**src/design/isa_pkg.sv**
```systemverilog
// Overview of operation
// - a sync orders selected loads and stores identically for every processor
// - an exception aborts the instruction; its operation never resumes
// - nullify aborts; a not-taken likely branch kills its delay slot
// - coprocessor op sends function field to the selected coprocessor unit
// - flag jump delay slot right after register jump, link jumps or exchange jump
// - value is not a word when any bit 63..32 differs from bit 31
// - condition code read: index 0 gives bit 23, else bit 24 plus index
// - condition code write replaces only the selected bit, others unchanged
// - every integer instruction is implemented, none omitted
// - fpu may be omitted; presence shown by fpu_present_flag in feature_config_first
// - fpu subsets: none, s/d/w/l, or s/d/w/l plus optional paired single
// - fp_implementation_reg bits report the implemented floating data types
// - coprocessor 2 may be omitted; shown by cop2_present_flag in feature_config_first
// - each coprocessor 2 interface instruction may be omitted individually
// - reserved or zero instruction fields carry no meaning for the core; a sync with bits 25..11 nonzero raises reserved instruction
// - extensions optional, reported in feature_config_first or feature_config_third
// - an omitted instruction raises reserved instruction or coprocessor unusable
// - additions only as secondary_special_opcode functions or coprocessor 2 instructions
package isa_pkg;
  // register bus
  localparam int          ADR_W          = 5;
  localparam logic [4:0]  OFS_FP_CSR     = 5'h00;
  localparam logic [4:0]  OFS_CORE_CTRL  = 5'h04;
  localparam logic [4:0]  OFS_CFG_FIRST  = 5'h08;
  localparam logic [4:0]  OFS_CFG_THIRD  = 5'h0c;
  localparam logic [4:0]  OFS_FP_IMPL    = 5'h10;
  localparam logic [4:0]  OFS_CORE_STAT  = 5'h14;
  // reset values
  localparam logic [31:0] FP_CONTROL_STATUS_RST       = 32'h0000_0000;
  localparam logic [1:0]  CTRL_RST       = 2'h3;
  // field positions
  localparam int          CC0_BIT        = 23;
  localparam int          CC_HI_BASE     = 24;
  localparam int          CFG1_FPU_BIT   = 0;
  localparam int          CFG1_COP2_BIT  = 6;
  localparam int          FIR_S_BIT      = 16;
  localparam int          FIR_D_BIT      = 17;
  localparam int          FIR_PAIRED_BIT = 18;
  localparam int          FIR_W_BIT      = 20;
  localparam int          FIR_L_BIT      = 21;
  localparam int          CTRL_CU1_BIT   = 0;
  localparam int          CTRL_CU2_BIT   = 1;
  localparam int          STAT_SYNC_BIT  = 0;
  localparam int          STAT_SLOT_BIT  = 1;
  localparam int          STAT_EXC_LSB   = 8;
  // major opcodes and functions
  localparam logic [5:0]  OP_SPECIAL     = 6'h00;
  localparam logic [5:0]  OP_REGIMM      = 6'h01;
  localparam logic [5:0]  OP_JUMP_AND_LINK = 6'h03;
  localparam logic [5:0]  OP_COP1        = 6'h11;
  localparam logic [5:0]  OP_COP2        = 6'h12;
  localparam logic [5:0]  OP_COP1X       = 6'h13;
  localparam logic [5:0]  OP_SECONDARY_SPECIAL = 6'h1c;
  localparam logic [5:0]  OP_JUMP_LINK_EXCHANGE = 6'h1d;
  localparam logic [5:0]  OP_LWC1        = 6'h31;
  localparam logic [5:0]  OP_LDC1        = 6'h35;
  localparam logic [5:0]  OP_SWC1        = 6'h39;
  localparam logic [5:0]  OP_SDC1        = 6'h3d;
  localparam logic [5:0]  OP_LWC2        = 6'h32;
  localparam logic [5:0]  OP_LDC2        = 6'h36;
  localparam logic [5:0]  OP_SWC2        = 6'h3a;
  localparam logic [5:0]  OP_SDC2        = 6'h3e;
  localparam logic [5:0]  FN_JUMP_VIA_REGISTER      = 6'h08;
  localparam logic [5:0]  FN_JUMP_LINK_VIA_REGISTER = 6'h09;
  localparam logic [5:0]  FN_SYNC        = 6'h0f;
  localparam logic [5:0]  FN_FP_COND_MOVE = 6'h01;
  localparam logic [4:0]  RS_BRANCH      = 5'h08;
  localparam logic [4:0]  RS_MF          = 5'h00;
  localparam logic [4:0]  RS_DMF         = 5'h01;
  localparam logic [4:0]  RS_CF          = 5'h02;
  localparam logic [4:0]  RS_MT          = 5'h04;
  localparam logic [4:0]  RS_DMT         = 5'h05;
  localparam logic [4:0]  RS_CT          = 5'h06;
  localparam logic [4:0]  FMT_PAIRED     = 5'h16;
  // legal encodings, one bit per code
  localparam logic [63:0] MAJOR_LEGAL     = 64'hf7ef_ffff_3fff_ffff;
  localparam logic [63:0] SPECIAL_LEGAL   = 64'hdd5f_fcff_ffdf_bfdf;
  localparam logic [63:0] SECONDARY_LEGAL = 64'h8000_0033_0000_0037;
  // exception codes
  localparam logic [4:0]  EXC_RI         = 5'h0a;
  localparam logic [4:0]  EXC_CPU        = 5'h0b;
  // coprocessor 2 interface instruction classes
  localparam int          COP2_CLASSES   = 12;
  localparam logic [3:0]  C2_BRANCH = 4'h0, C2_CF = 4'h1, C2_OPERATE = 4'h2, C2_CT = 4'h3;
  localparam logic [3:0]  C2_DMF = 4'h4, C2_DMT = 4'h5, C2_LD = 4'h6, C2_LW = 4'h7;
  localparam logic [3:0]  C2_MF = 4'h8, C2_MT = 4'h9, C2_SD = 4'ha, C2_SW = 4'hb;
  typedef enum logic [1:0] {SYNC_IDLE = 2'b01, SYNC_WAIT = 2'b10} sync_state_t;
endpackage : isa_pkg

```
**src/design/isa_decode.sv**
```systemverilog
// The Wishbone slave port and the placing of the registers were decided locally.
`timescale 1ns/1ps
`default_nettype none
module isa_decode #(
  parameter bit          FPU_PRESENT        = 1'b1,
  parameter bit          PAIRED_PRESENT     = 1'b1,
  parameter bit          COP2_PRESENT       = 1'b1,
  parameter logic [11:0] COP2_OMIT          = 12'h000,
  parameter logic [63:0] SECONDARY_EXT_MASK = 64'h0,
  parameter logic [31:0] ASE_FIRST          = 32'h0,
  parameter logic [31:0] ASE_THIRD          = 32'h0
) (
  // clock and reset
  input  wire logic                        clk,
  input  wire logic                        rst,
  // wishbone slave
  input  wire logic                        wb_cyc_i,
  input  wire logic                        wb_stb_i,
  input  wire logic                        wb_we_i,
  input  wire logic [isa_pkg::ADR_W-1:0]   wb_adr_i,
  input  wire logic [3:0]                  wb_sel_i,
  input  wire logic [31:0]                 wb_dat_i,
  output logic      [31:0]                 wb_dat_o,
  output logic                             wb_ack_o,
  // instruction issue
  input  wire logic                        instr_valid,
  input  wire logic [31:0]                 instr,
  input  wire logic [63:0]                 operand,
  input  wire logic                        likely_not_taken,
  input  wire logic                        compare_result,
  output logic                             instr_ready,
  // decode results
  output logic                             dec_valid,
  output logic                             in_jump_slot,
  output logic                             nullified,
  output logic                             not_word,
  output logic                             condition_value,
  output logic                             exc_valid,
  output logic      [4:0]                  exc_code,
  output logic      [1:0]                  exc_unit,
  // coprocessor dispatch
  output logic                             cop_valid,
  output logic      [1:0]                  cop_unit,
  output logic      [24:0]                 cop_func,
  // memory ordering
  output logic                             sync_req,
  output logic      [4:0]                  sync_type,
  input  wire logic                        sync_done
);
  import isa_pkg::*;

  typedef struct packed {
    logic        ack;
    logic [31:0] rdata;
    logic [31:0] fp_control_status;
    logic [1:0]  ctrl;
    logic        prev_jump;
    logic        prev_likely;
    sync_state_t sync_st;
    logic [4:0]  sync_type;
    logic        dec_valid;
    logic        in_jump_slot;
    logic        nullified;
    logic        not_word;
    logic        cond_val;
    logic        exc_valid;
    logic [4:0]  exc_code;
    logic [1:0]  exc_unit;
    logic [4:0]  last_exc;
    logic        cop_valid;
    logic [1:0]  cop_unit;
    logic [24:0] cop_func;
  } state_t;

  state_t st;
  state_t next_st;

  function automatic logic fcc_read(input logic [31:0] csr, input logic [2:0] idx);
    // condition code 0 sits apart from codes 1..7
    if (idx == 3'h0)
      return csr[CC0_BIT];
    return csr[CC_HI_BASE + int'(idx)];
  endfunction : fcc_read

  function automatic logic [31:0] fcc_write(input logic [31:0] csr, input logic [2:0] idx,
                                            input logic val);
    logic [31:0] r;
    r = csr;
    if (idx == 3'h0)
      r[CC0_BIT] = val;
    else
      r[CC_HI_BASE + int'(idx)] = val;
    return r;
  endfunction : fcc_write

  function automatic logic is_jump(input logic [31:0] w);
    return (w[31:26] == OP_JUMP_AND_LINK) || (w[31:26] == OP_JUMP_LINK_EXCHANGE) ||
           ((w[31:26] == OP_SPECIAL) &&
            ((w[5:0] == FN_JUMP_VIA_REGISTER) || (w[5:0] == FN_JUMP_LINK_VIA_REGISTER)));
  endfunction : is_jump

  function automatic logic is_likely(input logic [31:0] w);
    logic cop_br;
    cop_br = ((w[31:26] == OP_COP1) || (w[31:26] == OP_COP2)) && (w[25:21] == RS_BRANCH) && w[17];
    return (w[31:28] == 4'h5) || cop_br ||
           ((w[31:26] == OP_REGIMM) && (w[19:17] == 3'h1));
  endfunction : is_likely

  function automatic logic [3:0] cop2_class(input logic [31:0] w);
    logic [3:0] c;
    c = C2_OPERATE;
    unique case (w[31:26])
      OP_LWC2: c = C2_LW;
      OP_LDC2: c = C2_LD;
      OP_SWC2: c = C2_SW;
      OP_SDC2: c = C2_SD;
      default:
      begin
        if (!w[25])
        begin
          if (w[25:21] == RS_BRANCH) c = C2_BRANCH;
          else if (w[25:21] == RS_CF) c = C2_CF;
          else if (w[25:21] == RS_CT) c = C2_CT;
          else if (w[25:21] == RS_MF) c = C2_MF;
          else if (w[25:21] == RS_MT) c = C2_MT;
          else if (w[25:21] == RS_DMF) c = C2_DMF;
          else if (w[25:21] == RS_DMT) c = C2_DMT;
        end
      end
    endcase
    return c;
  endfunction : cop2_class

  function automatic logic [31:0] apply_sel(input logic [31:0] old, input logic [31:0] wd,
                                            input logic [3:0] sel);
    logic [31:0] r;
    r = old;
    for (int i = 0; i < 4; i++)
      if (sel[i]) r[8*i +: 8] = wd[8*i +: 8];
    return r;
  endfunction : apply_sel

  // feature reports are wired from the build options
  logic [31:0] cfg_first;
  logic [31:0] cfg_third;
  logic [31:0] fp_impl;
  always_comb
  begin
    cfg_first = ASE_FIRST;
    fp_impl   = 32'h0;
    cfg_first[CFG1_FPU_BIT]  = FPU_PRESENT;
    cfg_first[CFG1_COP2_BIT] = COP2_PRESENT;
    cfg_third = ASE_THIRD;
    fp_impl[FIR_S_BIT]      = FPU_PRESENT;
    fp_impl[FIR_D_BIT]      = FPU_PRESENT;
    fp_impl[FIR_W_BIT]      = FPU_PRESENT;
    fp_impl[FIR_L_BIT]      = FPU_PRESENT;
    fp_impl[FIR_PAIRED_BIT] = FPU_PRESENT && PAIRED_PRESENT;
  end

  logic [5:0] op;
  logic [5:0] fn;
  logic       accept;
  logic       bus_req;
  logic       bus_wr;
  logic       is_fpu;
  logic       is_cop2;
  logic       is_cmp;
  logic       raise;
  logic [4:0] code;
  logic [1:0] unit;
  logic       killed;

  assign op      = instr[31:26];
  assign fn      = instr[5:0];
  assign accept  = instr_valid && instr_ready;
  assign bus_req = wb_cyc_i && wb_stb_i && !st.ack;
  assign bus_wr  = bus_req && wb_we_i;
  assign is_fpu  = (op == OP_COP1) || (op == OP_COP1X) || (op == OP_LWC1) || (op == OP_LDC1) ||
                   (op == OP_SWC1) || (op == OP_SDC1) || ((op == OP_SPECIAL) && (fn == FN_FP_COND_MOVE));
  assign is_cop2 = (op == OP_COP2) || (op == OP_LWC2) || (op == OP_LDC2) ||
                   (op == OP_SWC2) || (op == OP_SDC2);
  assign is_cmp  = (op == OP_COP1) && instr[25] && (fn[5:4] == 2'b11);
  // delay slot of a not-taken likely branch
  assign killed  = st.prev_likely && likely_not_taken;

  // exception decision, most basic check first
  always_comb
  begin
    raise = 1'b1;
    code  = EXC_RI;
    unit  = 2'h0;
    if (!MAJOR_LEGAL[op] || ((op == OP_SPECIAL) && !SPECIAL_LEGAL[fn]))
      code = EXC_RI;
    else if ((op == OP_SPECIAL) && (fn == FN_SYNC) && (instr[25:11] != 15'h0))
      code = EXC_RI;
    else if ((op == OP_SECONDARY_SPECIAL) && !(SECONDARY_LEGAL[fn] || SECONDARY_EXT_MASK[fn]))
      code = EXC_RI;
    else if (is_fpu && (!FPU_PRESENT || !st.ctrl[CTRL_CU1_BIT]))
    begin
      code = EXC_CPU;
      unit = 2'h1;
    end
    else if ((op == OP_COP1) && (instr[25:21] == FMT_PAIRED) && !PAIRED_PRESENT)
      code = EXC_RI;
    else if (is_cop2 && (!COP2_PRESENT || !st.ctrl[CTRL_CU2_BIT]))
    begin
      code = EXC_CPU;
      unit = 2'h2;
    end
    else if (is_cop2 && COP2_OMIT[cop2_class(instr)])
      code = EXC_RI;
    else
      raise = 1'b0;
  end

  always_comb
  begin
    next_st           = st;
    next_st.ack       = bus_req;
    next_st.dec_valid = accept;
    next_st.exc_valid = 1'b0;
    next_st.cop_valid = 1'b0;
    next_st.nullified = 1'b0;
    // register bus, unmapped reads give zero
    if (bus_req)
    begin
      unique case (wb_adr_i)
        OFS_FP_CSR:    next_st.rdata = st.fp_control_status;
        OFS_CORE_CTRL: next_st.rdata = {30'h0, st.ctrl};
        OFS_CFG_FIRST: next_st.rdata = cfg_first;
        OFS_CFG_THIRD: next_st.rdata = cfg_third;
        OFS_FP_IMPL:   next_st.rdata = fp_impl;
        OFS_CORE_STAT: next_st.rdata = {19'h0, st.last_exc, 6'h0, st.prev_jump,
                                        st.sync_st == SYNC_WAIT};
        default:       next_st.rdata = 32'h0;
      endcase
      if (bus_wr && (wb_adr_i == OFS_FP_CSR))
        next_st.fp_control_status = apply_sel(st.fp_control_status, wb_dat_i, wb_sel_i);
      if (bus_wr && (wb_adr_i == OFS_CORE_CTRL) && wb_sel_i[0])
        next_st.ctrl = wb_dat_i[1:0];
    end
    // hold the ordering request until the memory side completes
    if ((st.sync_st == SYNC_WAIT) && sync_done)
      next_st.sync_st = SYNC_IDLE;
    if (accept)
    begin
      next_st.not_word     = operand[63:32] != {32{operand[31]}};
      next_st.cond_val     = fcc_read(st.fp_control_status, instr[20:18]);
      // previous accepted instruction was a jump
      next_st.in_jump_slot = st.prev_jump;
      next_st.prev_jump    = 1'b0;
      next_st.prev_likely  = 1'b0;
      if (killed)
        // delay slot nullified, no side effect
        next_st.nullified = 1'b1;
      else if (raise)
      begin
        // abort: nothing of the instruction proceeds
        next_st.exc_valid = 1'b1;
        next_st.exc_code  = code;
        next_st.exc_unit  = unit;
        next_st.last_exc  = code;
      end
      else
      begin
        next_st.prev_jump   = is_jump(instr);
        next_st.prev_likely = is_likely(instr);
        if ((op[5:2] == 4'h4) && instr[25])
        begin
          next_st.cop_valid = 1'b1;
          next_st.cop_unit  = op[1:0];
          next_st.cop_func  = instr[24:0];
        end
        // update one condition bit on top of any bus write
        if (is_cmp)
          next_st.fp_control_status = fcc_write(next_st.fp_control_status, instr[10:8], compare_result);
        // start ordering, stalls issue until done
        if ((op == OP_SPECIAL) && (fn == FN_SYNC))
        begin
          next_st.sync_st   = SYNC_WAIT;
          next_st.sync_type = instr[10:6];
        end
      end
    end
  end

  always_ff @(posedge clk or posedge rst)
  begin
    if (rst)
    begin
      st         <= '0;
      st.fp_control_status    <= FP_CONTROL_STATUS_RST;
      st.ctrl    <= CTRL_RST;
      st.sync_st <= SYNC_IDLE;
    end
    else
      st <= next_st;
  end

  // no issue while an ordering request is open
  assign instr_ready     = st.sync_st == SYNC_IDLE;
  assign wb_ack_o        = st.ack;
  assign wb_dat_o        = st.rdata;
  assign dec_valid       = st.dec_valid;
  assign in_jump_slot    = st.in_jump_slot;
  assign nullified       = st.nullified;
  assign not_word        = st.not_word;
  assign condition_value = st.cond_val;
  assign exc_valid       = st.exc_valid;
  assign exc_code        = st.exc_code;
  assign exc_unit        = st.exc_unit;
  assign cop_valid       = st.cop_valid;
  assign cop_unit        = st.cop_unit;
  assign cop_func        = st.cop_func;
  assign sync_req        = st.sync_st == SYNC_WAIT;
  assign sync_type       = st.sync_type;
endmodule : isa_decode
`default_nettype wire

```
**config.mk**
```make
export PLATFORM = sky130hd
export DESIGN_NAME = isa_decode
export DESIGN_NICKNAME = d
export VERILOG_FILES = /design/src/design/isa_pkg.sv /design/src/design/isa_decode.sv
export SDC_FILE = /design/constraint.sdc
export NUM_CORES = 1
export LEC_CHECK = 0
export BUFFER_PORTS_ARGS = -buffer_cell sky130_fd_sc_hd__buf_4
export CORE_AREA = 3 3 108 110
export CTS_BUF_LIST = sky130_fd_sc_hd__clkbuf_2
export CTS_CLUSTER_SIZE = 8
export DETAILED_ROUTE_END_ITERATION = 8
export DIE_AREA = 0 0 111 113
export PLACE_DENSITY = 0.87
export SETUP_SLACK_MARGIN = 0.2
export SLEW_MARGIN = 5
export SYNTH_ARGS = -nofsm -noshare
export SYNTH_HDL_FRONTEND = slang
export SYNTH_SLANG_ARGS = --single-unit
```
**constraint.sdc**
```tcl
create_clock -name clk -period 8.7 [get_ports clk]
set_input_delay 1.305 -clock clk [delete_from_list [all_inputs] [get_ports clk]]
set_output_delay 1.305 -clock clk [all_outputs]
set_load 0.02 [all_outputs]
```
==> results.txt, run 1 <==
----------------------------------------------------
[Run status]
  Outcome ... completed

[Worst setup path]
  CP arrival ... roughly 3.8 ns
  Critical-path cell with the highest stage delay ... or2_2
  Crit path kind ... in -> reg
  Data required time at the worst endpoint ... about 9 ns
  Critical path endpoint category ... register
  Cell-by-cell trace of the critical path ... buf_4, nand2_1, or2_2, inv_1, buf_4, nand4_1, mux2_2, mux2_2
  Crit path max fanout ... 39
  Crit start category ... primary input
  Worst path max stage delay ... 0.55 ns

[Placement]
  Cell count after placement ... approximately 800
  DPL Wire Length ... roughly 11 mm
  Routability Congestion ... about 0.9
  Count of buffers inserted at the top-level ports ... 193
  Worst slack at placement ... between 4 and 5 ns
  Area of placed instances ... about 7000 um^2

[STA]
  Clk_skew ... between 0.02 and 0.03 ns
  Final critical-path required period ... around 3.3 ns
  Setup repair after global routing missed its margin ... no
  Final WS setup ... ~5.4 ns
  Max-slew violation total from the final report ... 0
  Top achievable clock speed ... slightly above 0.3 GHz
  Least-Margin Pin Slew ... 0.7823 ns
  Summed negative setup slack over all endpoints ... 0 ns
  Share of the cycle needed by the critical path after routing ... ~38%
  Final Hold Fails ... 0
  Setup violations, final ... 0
  Hold Worst Slack ... around 0.49 ns
  Normalized max-slew margin ... around 48%

[Clocking]
  Worst-case clock buffer depth ... 2
  Number of post-CTS setup repair buffers ... 0
  Post-cts sizing count ... 0
  Post-CTS Hold Buffers ... 0
  # H-tree levels ... 4
  Clock latency of the later-clocked register in the worst-skew pair ... around 0.65 ns
  Clock tree from TritonCTS ... done
  Root cell of the clock tree ... clkbuf_2
  Sink Count ... roughly 110
  Reg clk slew, reported paths ... roughly 0.16 ns
  Number of buffers inserted during clock tree synthesis ... 17

[Floorplanning]
  Die area ... approximately 13000 um^2
  Number of placed I/O pins ... 227
  Width of the die ... approximately 110 um
  Die H ... ~110 um
  Initial standard-cell utilization of the core ... ~54%
  Core box area ... 10790 um^2
  Row Count ... 38

[Synth]
  Flip-flop and latch count after synthesis ... between 100 and 150
  Syn. warnings ... 0
  Library cell with the highest instance count after synthesis ... dfrtp_1
  Area share of the largest cell type after synthesis ... between 40 and 50%
  Number of distinct standard cells referenced by the synthesized netlist ... 54
  Library cell occupying the most area in the post-synthesis netlist ... dfrtp_1
  Average cell area after synthesis ... 10.29 um^2
  Ys flop type ... dfrtp_1
  Post-Synthesis Cell Area ... between 5000 and 6000 um^2
  Cells taking the most area after synthesis ... dfrtp_1 47%, mux2_2 14%, buf_4 9.1%
  Most common library cells after synthesis ... 111 x dfrtp_1, 77 x nand2_1, 72 x mux2_2
  Proportion of synthesized flip-flops having asynchronous set or reset ... 100.0%
  Instance count of the mapped netlist ... 570
  Part of the Yosys area used for sequential elements ... 48.71%
  Count of flip-flops with a built-in enable after synthesis ... 0

[Layout]
  Post-layout utilization of the core ... about 66%
  Final instance area ... between 7000 and 8000 um^2
  Share of layout cells above drive strength 1 ... 43.92%
  P&R area growth vs syn ... 20.80%
  Number of antenna cells inserted ... 0
  Non-filler cells, final ... around 840
  Net total in the final layout ... roughly 830
  Fill cell total of the finished layout ... between 800 and 900

[Detailed routing]
  Number of antenna-violating nets in the routed design ... 0
  Final Routed Wirelength ... about 15 mm
  Number of vias in the routed layout ... roughly 4800
  Routed wirelength normalized by instance count ... 17.69 um
  Iteration-0 DRC Markers ... 350
  DRC viols ... 0
  Detail-routed via count per cell ... ~5.7
  Drt first pass iters ... 5

[Run]
  Number of maximum-capacitance violations ... 0

[Power]
  Net switching power of the design ... 0.2613 mW
  Relative contribution of sequential cells to total power ... between 50% and 60%
  Total leakage power ... roughly 3.7 nW
  Part of the total power dissipated in the clock network ... between 30% and 40%
  Overall power ... between 0.9 and 1 mW
  Logic pwr share ... roughly 11%
  Peak supply drop ... around 0.11 mV
  Total power density per cell area ... between 100 and 150 nW/um^2
  P_int ... 0.7128 mW
  Switch share ... a little over a quarter

[Global route]
  Overall fraction of global-route tracks in use ... a little under a quarter
  Initial antenna violation count ... 0
  Via count of the first global-routing pass ... 4852
  Largest net degree at the start of global routing ... between 60 and 70
  Global route total overflow ... 0
  Wire length of the first global-routing pass ... 23.83 mm

[Worst hold path]
  Worst hold-check path type ... reg -> reg

----------------------------------------------------
worst max-delay path: cells and delay by family:
family / cells / cell delay (ns)
and+or+nand+nor: 3 / 1.06
buffers and inverters: 3 / 0.75
muxes: 2 / 0.68
power by group through the flow:
stage | registers (mW) | logic (mW) | clock network, mW
finish | 0.544 | 0.107 | 0.324
floorplan | 0.552 | 0.0484 | 0
global placement | 0.552 | 0.102 | 0
CTS | 0.543 | 0.107 | 0.330
detailed placement | 0.553 | 0.107 | 0
global route | 0.545 | 0.117 | 0.359
path summary, 6_finish.rpt:
check                                          from                        to  slack [ns]  depth (start not counted)
setup / recovery                           wb_cyc_i          st[80]$_DFF_PP0_        5.41                          8
hold / removal             wb_dat_o[31]$_DFFE_PP0P_  wb_dat_o[31]$_DFFE_PP0P_        0.49                          2
setup reg to reg                 wb_ack_o$_DFF_PP0_          st[80]$_DFF_PP0_        5.76                          6
hold reg to reg            wb_dat_o[31]$_DFFE_PP0P_  wb_dat_o[31]$_DFFE_PP0P_        0.49                          2
max in group asynchronous                       rst  wb_dat_o[30]$_DFFE_PP0P_        6.74                          3
min in group asynchronous                       rst  wb_dat_o[26]$_DFFE_PP0P_        0.73                          2
layout by cell type, fill, tap and decap left out, types with 5 or more instances in the layout:
cell and count:
clkbuf_2 17, mux2_2 72, dfrtp_1 111, nand3_1 30, o21ai_0 27, a21oi_1 12
nand4_1 14, nor4_1 20, inv_1 8, nand2b_1 5, buf_4 197, or3_1 5
nor2_1 18, nor3_1 15, nand2_1 77
area by class of cell:
class	instances	area [um^2]	area share, %
multi-input combinational	349	2331	32.90
clock inverter	13	121.4	1.713
tap	140	175.2	2.473
clock buffer	17	85.08	1.201
sequential	114	2856	40.32
inverter	9	36.28	0.5122
timing repair buffer	197	1479	20.88
routing by layer:
metal | part of all wire, % | GRT usage, % | wire length [um] | vias to the layer above
met1 | 39 | 28.47 | 5787 | 2313
met3 | 8.3 | 8.824 | 1229 | 41
li1 | - | - | - | 2174
met5 | 0 | 0 | 0 | -
met4 | 2.5 | 7.800 | 364 | 0
met2 | 50 | 39.56 | 7465 | 248
logic make-up after synthesis:
kind of cell | after synthesis | synth area share [%]
xor+xnor | 1 | 0.1494
simple gates | 205 | 17.32
compound gates | 62 | 6.572
mux | 79 | 15.47
flops | 114 | 48.71
other cells | 1 | 0.06395
buf+inv | 108 | 11.71
Note: power is estimated with default switching activity, not from simulation.
==> inputs of run 2 (changes only) <==
--- a/config.mk
+++ b/config.mk
@@ -6,12 +6,12 @@
 export NUM_CORES = 1
 export LEC_CHECK = 0
 export BUFFER_PORTS_ARGS = -buffer_cell sky130_fd_sc_hd__buf_4
-export CORE_AREA = 3 3 108 110
+export CORE_AREA = 3 3 112 114
 export CTS_BUF_LIST = sky130_fd_sc_hd__clkbuf_2
 export CTS_CLUSTER_SIZE = 8
 export DETAILED_ROUTE_END_ITERATION = 8
-export DIE_AREA = 0 0 111 113
-export PLACE_DENSITY = 0.87
+export DIE_AREA = 0 0 115 117
+export PLACE_DENSITY = 0.81
 export SETUP_SLACK_MARGIN = 0.2
 export SLEW_MARGIN = 5
 export SYNTH_ARGS = -nofsm -noshare
==> constraint.sdc (replaced) <==
create_clock -name clk -period 3.25 [get_ports clk]
set_input_delay 0.4875 -clock clk [delete_from_list [all_inputs] [get_ports clk]]
set_output_delay 0.4875 -clock clk [all_outputs]
set_load 0.02 [all_outputs]
==> results.txt, run 2 (synthesized netlist as in run 1, its figures left out) <==
----------------------------------------------------
[Clocking]
  Worst-case clock buffer depth ... 2
  Post-CTS Hold Buffers ... 34
  Number of buffers inserted during clock tree synthesis ... 17
  Clock tree from TritonCTS ... done
  Post-cts sizing count ... 0
  Reg clk slew, reported paths ... 0.15 ns
  Root cell of the clock tree ... clkbuf_2
  # H-tree levels ... 4
  Clock latency of the later-clocked register in the worst-skew pair ... approximately 0.68 ns
  Number of post-CTS setup repair buffers ... 0
  Sink Count ... ~110

[Detailed routing]
  Drt first pass iters ... 6
  Final Routed Wirelength ... approximately 16 mm
  Detail-routed via count per cell ... ~5.5
  Routed wirelength normalized by instance count ... around 18 um
  Number of antenna-violating nets in the routed design ... 0
  Number of vias in the routed layout ... between 4000 and 5000
  DRC viols ... 0
  Iteration-0 DRC Markers ... between 300 and 400

[Worst setup path]
  Crit start category ... register
  Data required time at the worst endpoint ... between 3 and 4 ns
  Crit path kind ... reg -> reg
  Crit path max fanout ... 8
  CP arrival ... just over 3 ns
  Critical path endpoint category ... register

[Global route]
  Via count of the first global-routing pass ... between 4000 and 5000
  Global routing usage on met2 ... 39.24%
  Layer with the highest usage after global routing ... met2
  Overall fraction of global-route tracks in use ... around 23%
  Largest net degree at the start of global routing ... between 100 and 150
  Met1 GRT Util ... 27.61%
  Initial antenna violation count ... 0
  Met3 usage ... under 10%
  Wire length of the first global-routing pass ... about 24 mm
  Global route total overflow ... 0

[Layout]
  Net total in the final layout ... roughly 880
  P&R area growth vs syn ... 28.42%
  Most frequent cells in the layout ... 201 x buf_4, 111 x dfrtp_1, 77 x nand2_1
  Non-filler cells, final ... around 900
  Number of antenna cells inserted ... 0
  Fill cell total of the finished layout ... between 900 and 1000
  Area of all sequential standard cells ... roughly 2900 um^2
  Share of layout cells above drive strength 1 ... between 40% and 50%
  Area of combinational cells with multiple inputs ... 2325 um^2
  Most common cell after layout, fill and taps aside ... buf_4

[STA]
  Final critical-path required period ... 2.501 ns
  Summed negative setup slack over all endpoints ... 0 ns
  Setup violations, final ... 0
  Setup repair after global routing missed its margin ... no
  Max-slew violation total from the final report ... 0
  Share of the cycle needed by the critical path after routing ... 76.95%
  Least-Margin Pin Slew ... about 0.63 ns
  Final Hold Fails ... 0
  Top achievable clock speed ... approximately 0.40 GHz
  Clk_skew ... 0.02142 ns
  Normalized max-slew margin ... 57.78%

[Power]
  Overall power ... ~2.6 mW
  Total leakage power ... about 3.9 nW
  Total power density per cell area ... 339.7 nW/um^2
  Peak supply drop ... around 0.24 mV

[Floorplanning]
  Core box area ... about 12000 um^2
  Number of placed I/O pins ... approximately 230
  Width of the die ... between 100 and 150 um
  Row Count ... 39
  Initial standard-cell utilization of the core ... between 50% and 60%
  Die H ... around 120 um
  Die area ... between 10000 and 15000 um^2

[Placement]
  Count of buffers inserted at the top-level ports ... between 150 and 200
  Cell count after placement ... just over 800
  Routability Congestion ... 0.8563
  DPL Wire Length ... approximately 11 mm

[Run status]
  Outcome ... completed

[Worst hold path]
  Worst hold-check path type ... in -> reg

[Run]
  Number of maximum-capacitance violations ... 0

----------------------------------------------------
-- run 2: changes by cell type in the layout (fill, tap and decap cells not counted), moves of 2 or more --
cell,delta
dlygate4sd3_1,+43
buf_4,+4
clkbuf_2,+4
clkinvlp_4,-2
-- run 2: metal layers --
layer / vias to the layer above / part of all wire [%]
met2: 232 / 50
met5: - / 0
met4: 0 / 1.9
met1: 2345 / 39
li1: 2270 / -
met3: 33 / 8.8
-- run 2: layout make-up --
| cell class | count | share of cell area (%) |
|---|---|---|
| inverter | 9 | 0.4984 |
| sequential | 114 | 37.93 |
| clock inverter | 10 | 0.9138 |
| clock buffer | 21 | 1.396 |
| timing repair buffer | 245 | 26.02 |
| tap | 143 | 2.376 |
| multi-input combinational | 349 | 30.87 |
-- run 2: worst paths after layout --
| kind | startpoint | end | slack [ns] | cells after the start |
|---|---|---|---|---|
| worst max-delay path | st[51]$_DFF_PP1_ | st[83]$_DFF_PP0_ | 0.75 | 6 |
| worst min-delay path | sync_done | st[51]$_DFF_PP1_ | 0.08 | 3 |
| worst max register to register | st[51]$_DFF_PP1_ | st[83]$_DFF_PP0_ | 0.75 | 6 |
| worst min register to register | wb_dat_o[5]$_DFFE_PP0P_ | wb_dat_o[5]$_DFFE_PP0P_ | 0.49 | 2 |
| max in group asynchronous | rst | cop_func[14]$_DFFE_PP0P_ | 2.25 | 4 |
| min in group asynchronous | rst | cop_func[15]$_DFFE_PP0P_ | 0.50 | 4 |
-- run 2: through the flow --
step	setup WS (ns)	hold slack, ns	utilization, %	instance area, um^2
floorplan	0.8289	0.4400	-	5872
global placement	0.4535	0.4504	60.15	6927
detailed placement	0.3759	0.4574	60.15	6927
CTS	0.7508	0.002783	64.61	7441
global route	0.6490	0.0009139	65.40	7531
finish	0.7492	0.07526	65.40	7531
-- run 2: where the power goes --
part	internal (mW)	total [mW]	switching, mW
combinational	0.174	0.332	0.158
sequential	1.44	1.45	0.0128
clock	0.266	0.772	0.506
-- run 2: worst max-delay path, stage by stage (launching register included) --
cell	delay [ns]
dfstp_2	0.58
nand3b_1	0.12
a2111oi_2	0.36
nand4_1	0.36
buf_4	0.29
nor4_1	0.33
mux2_2	0.37
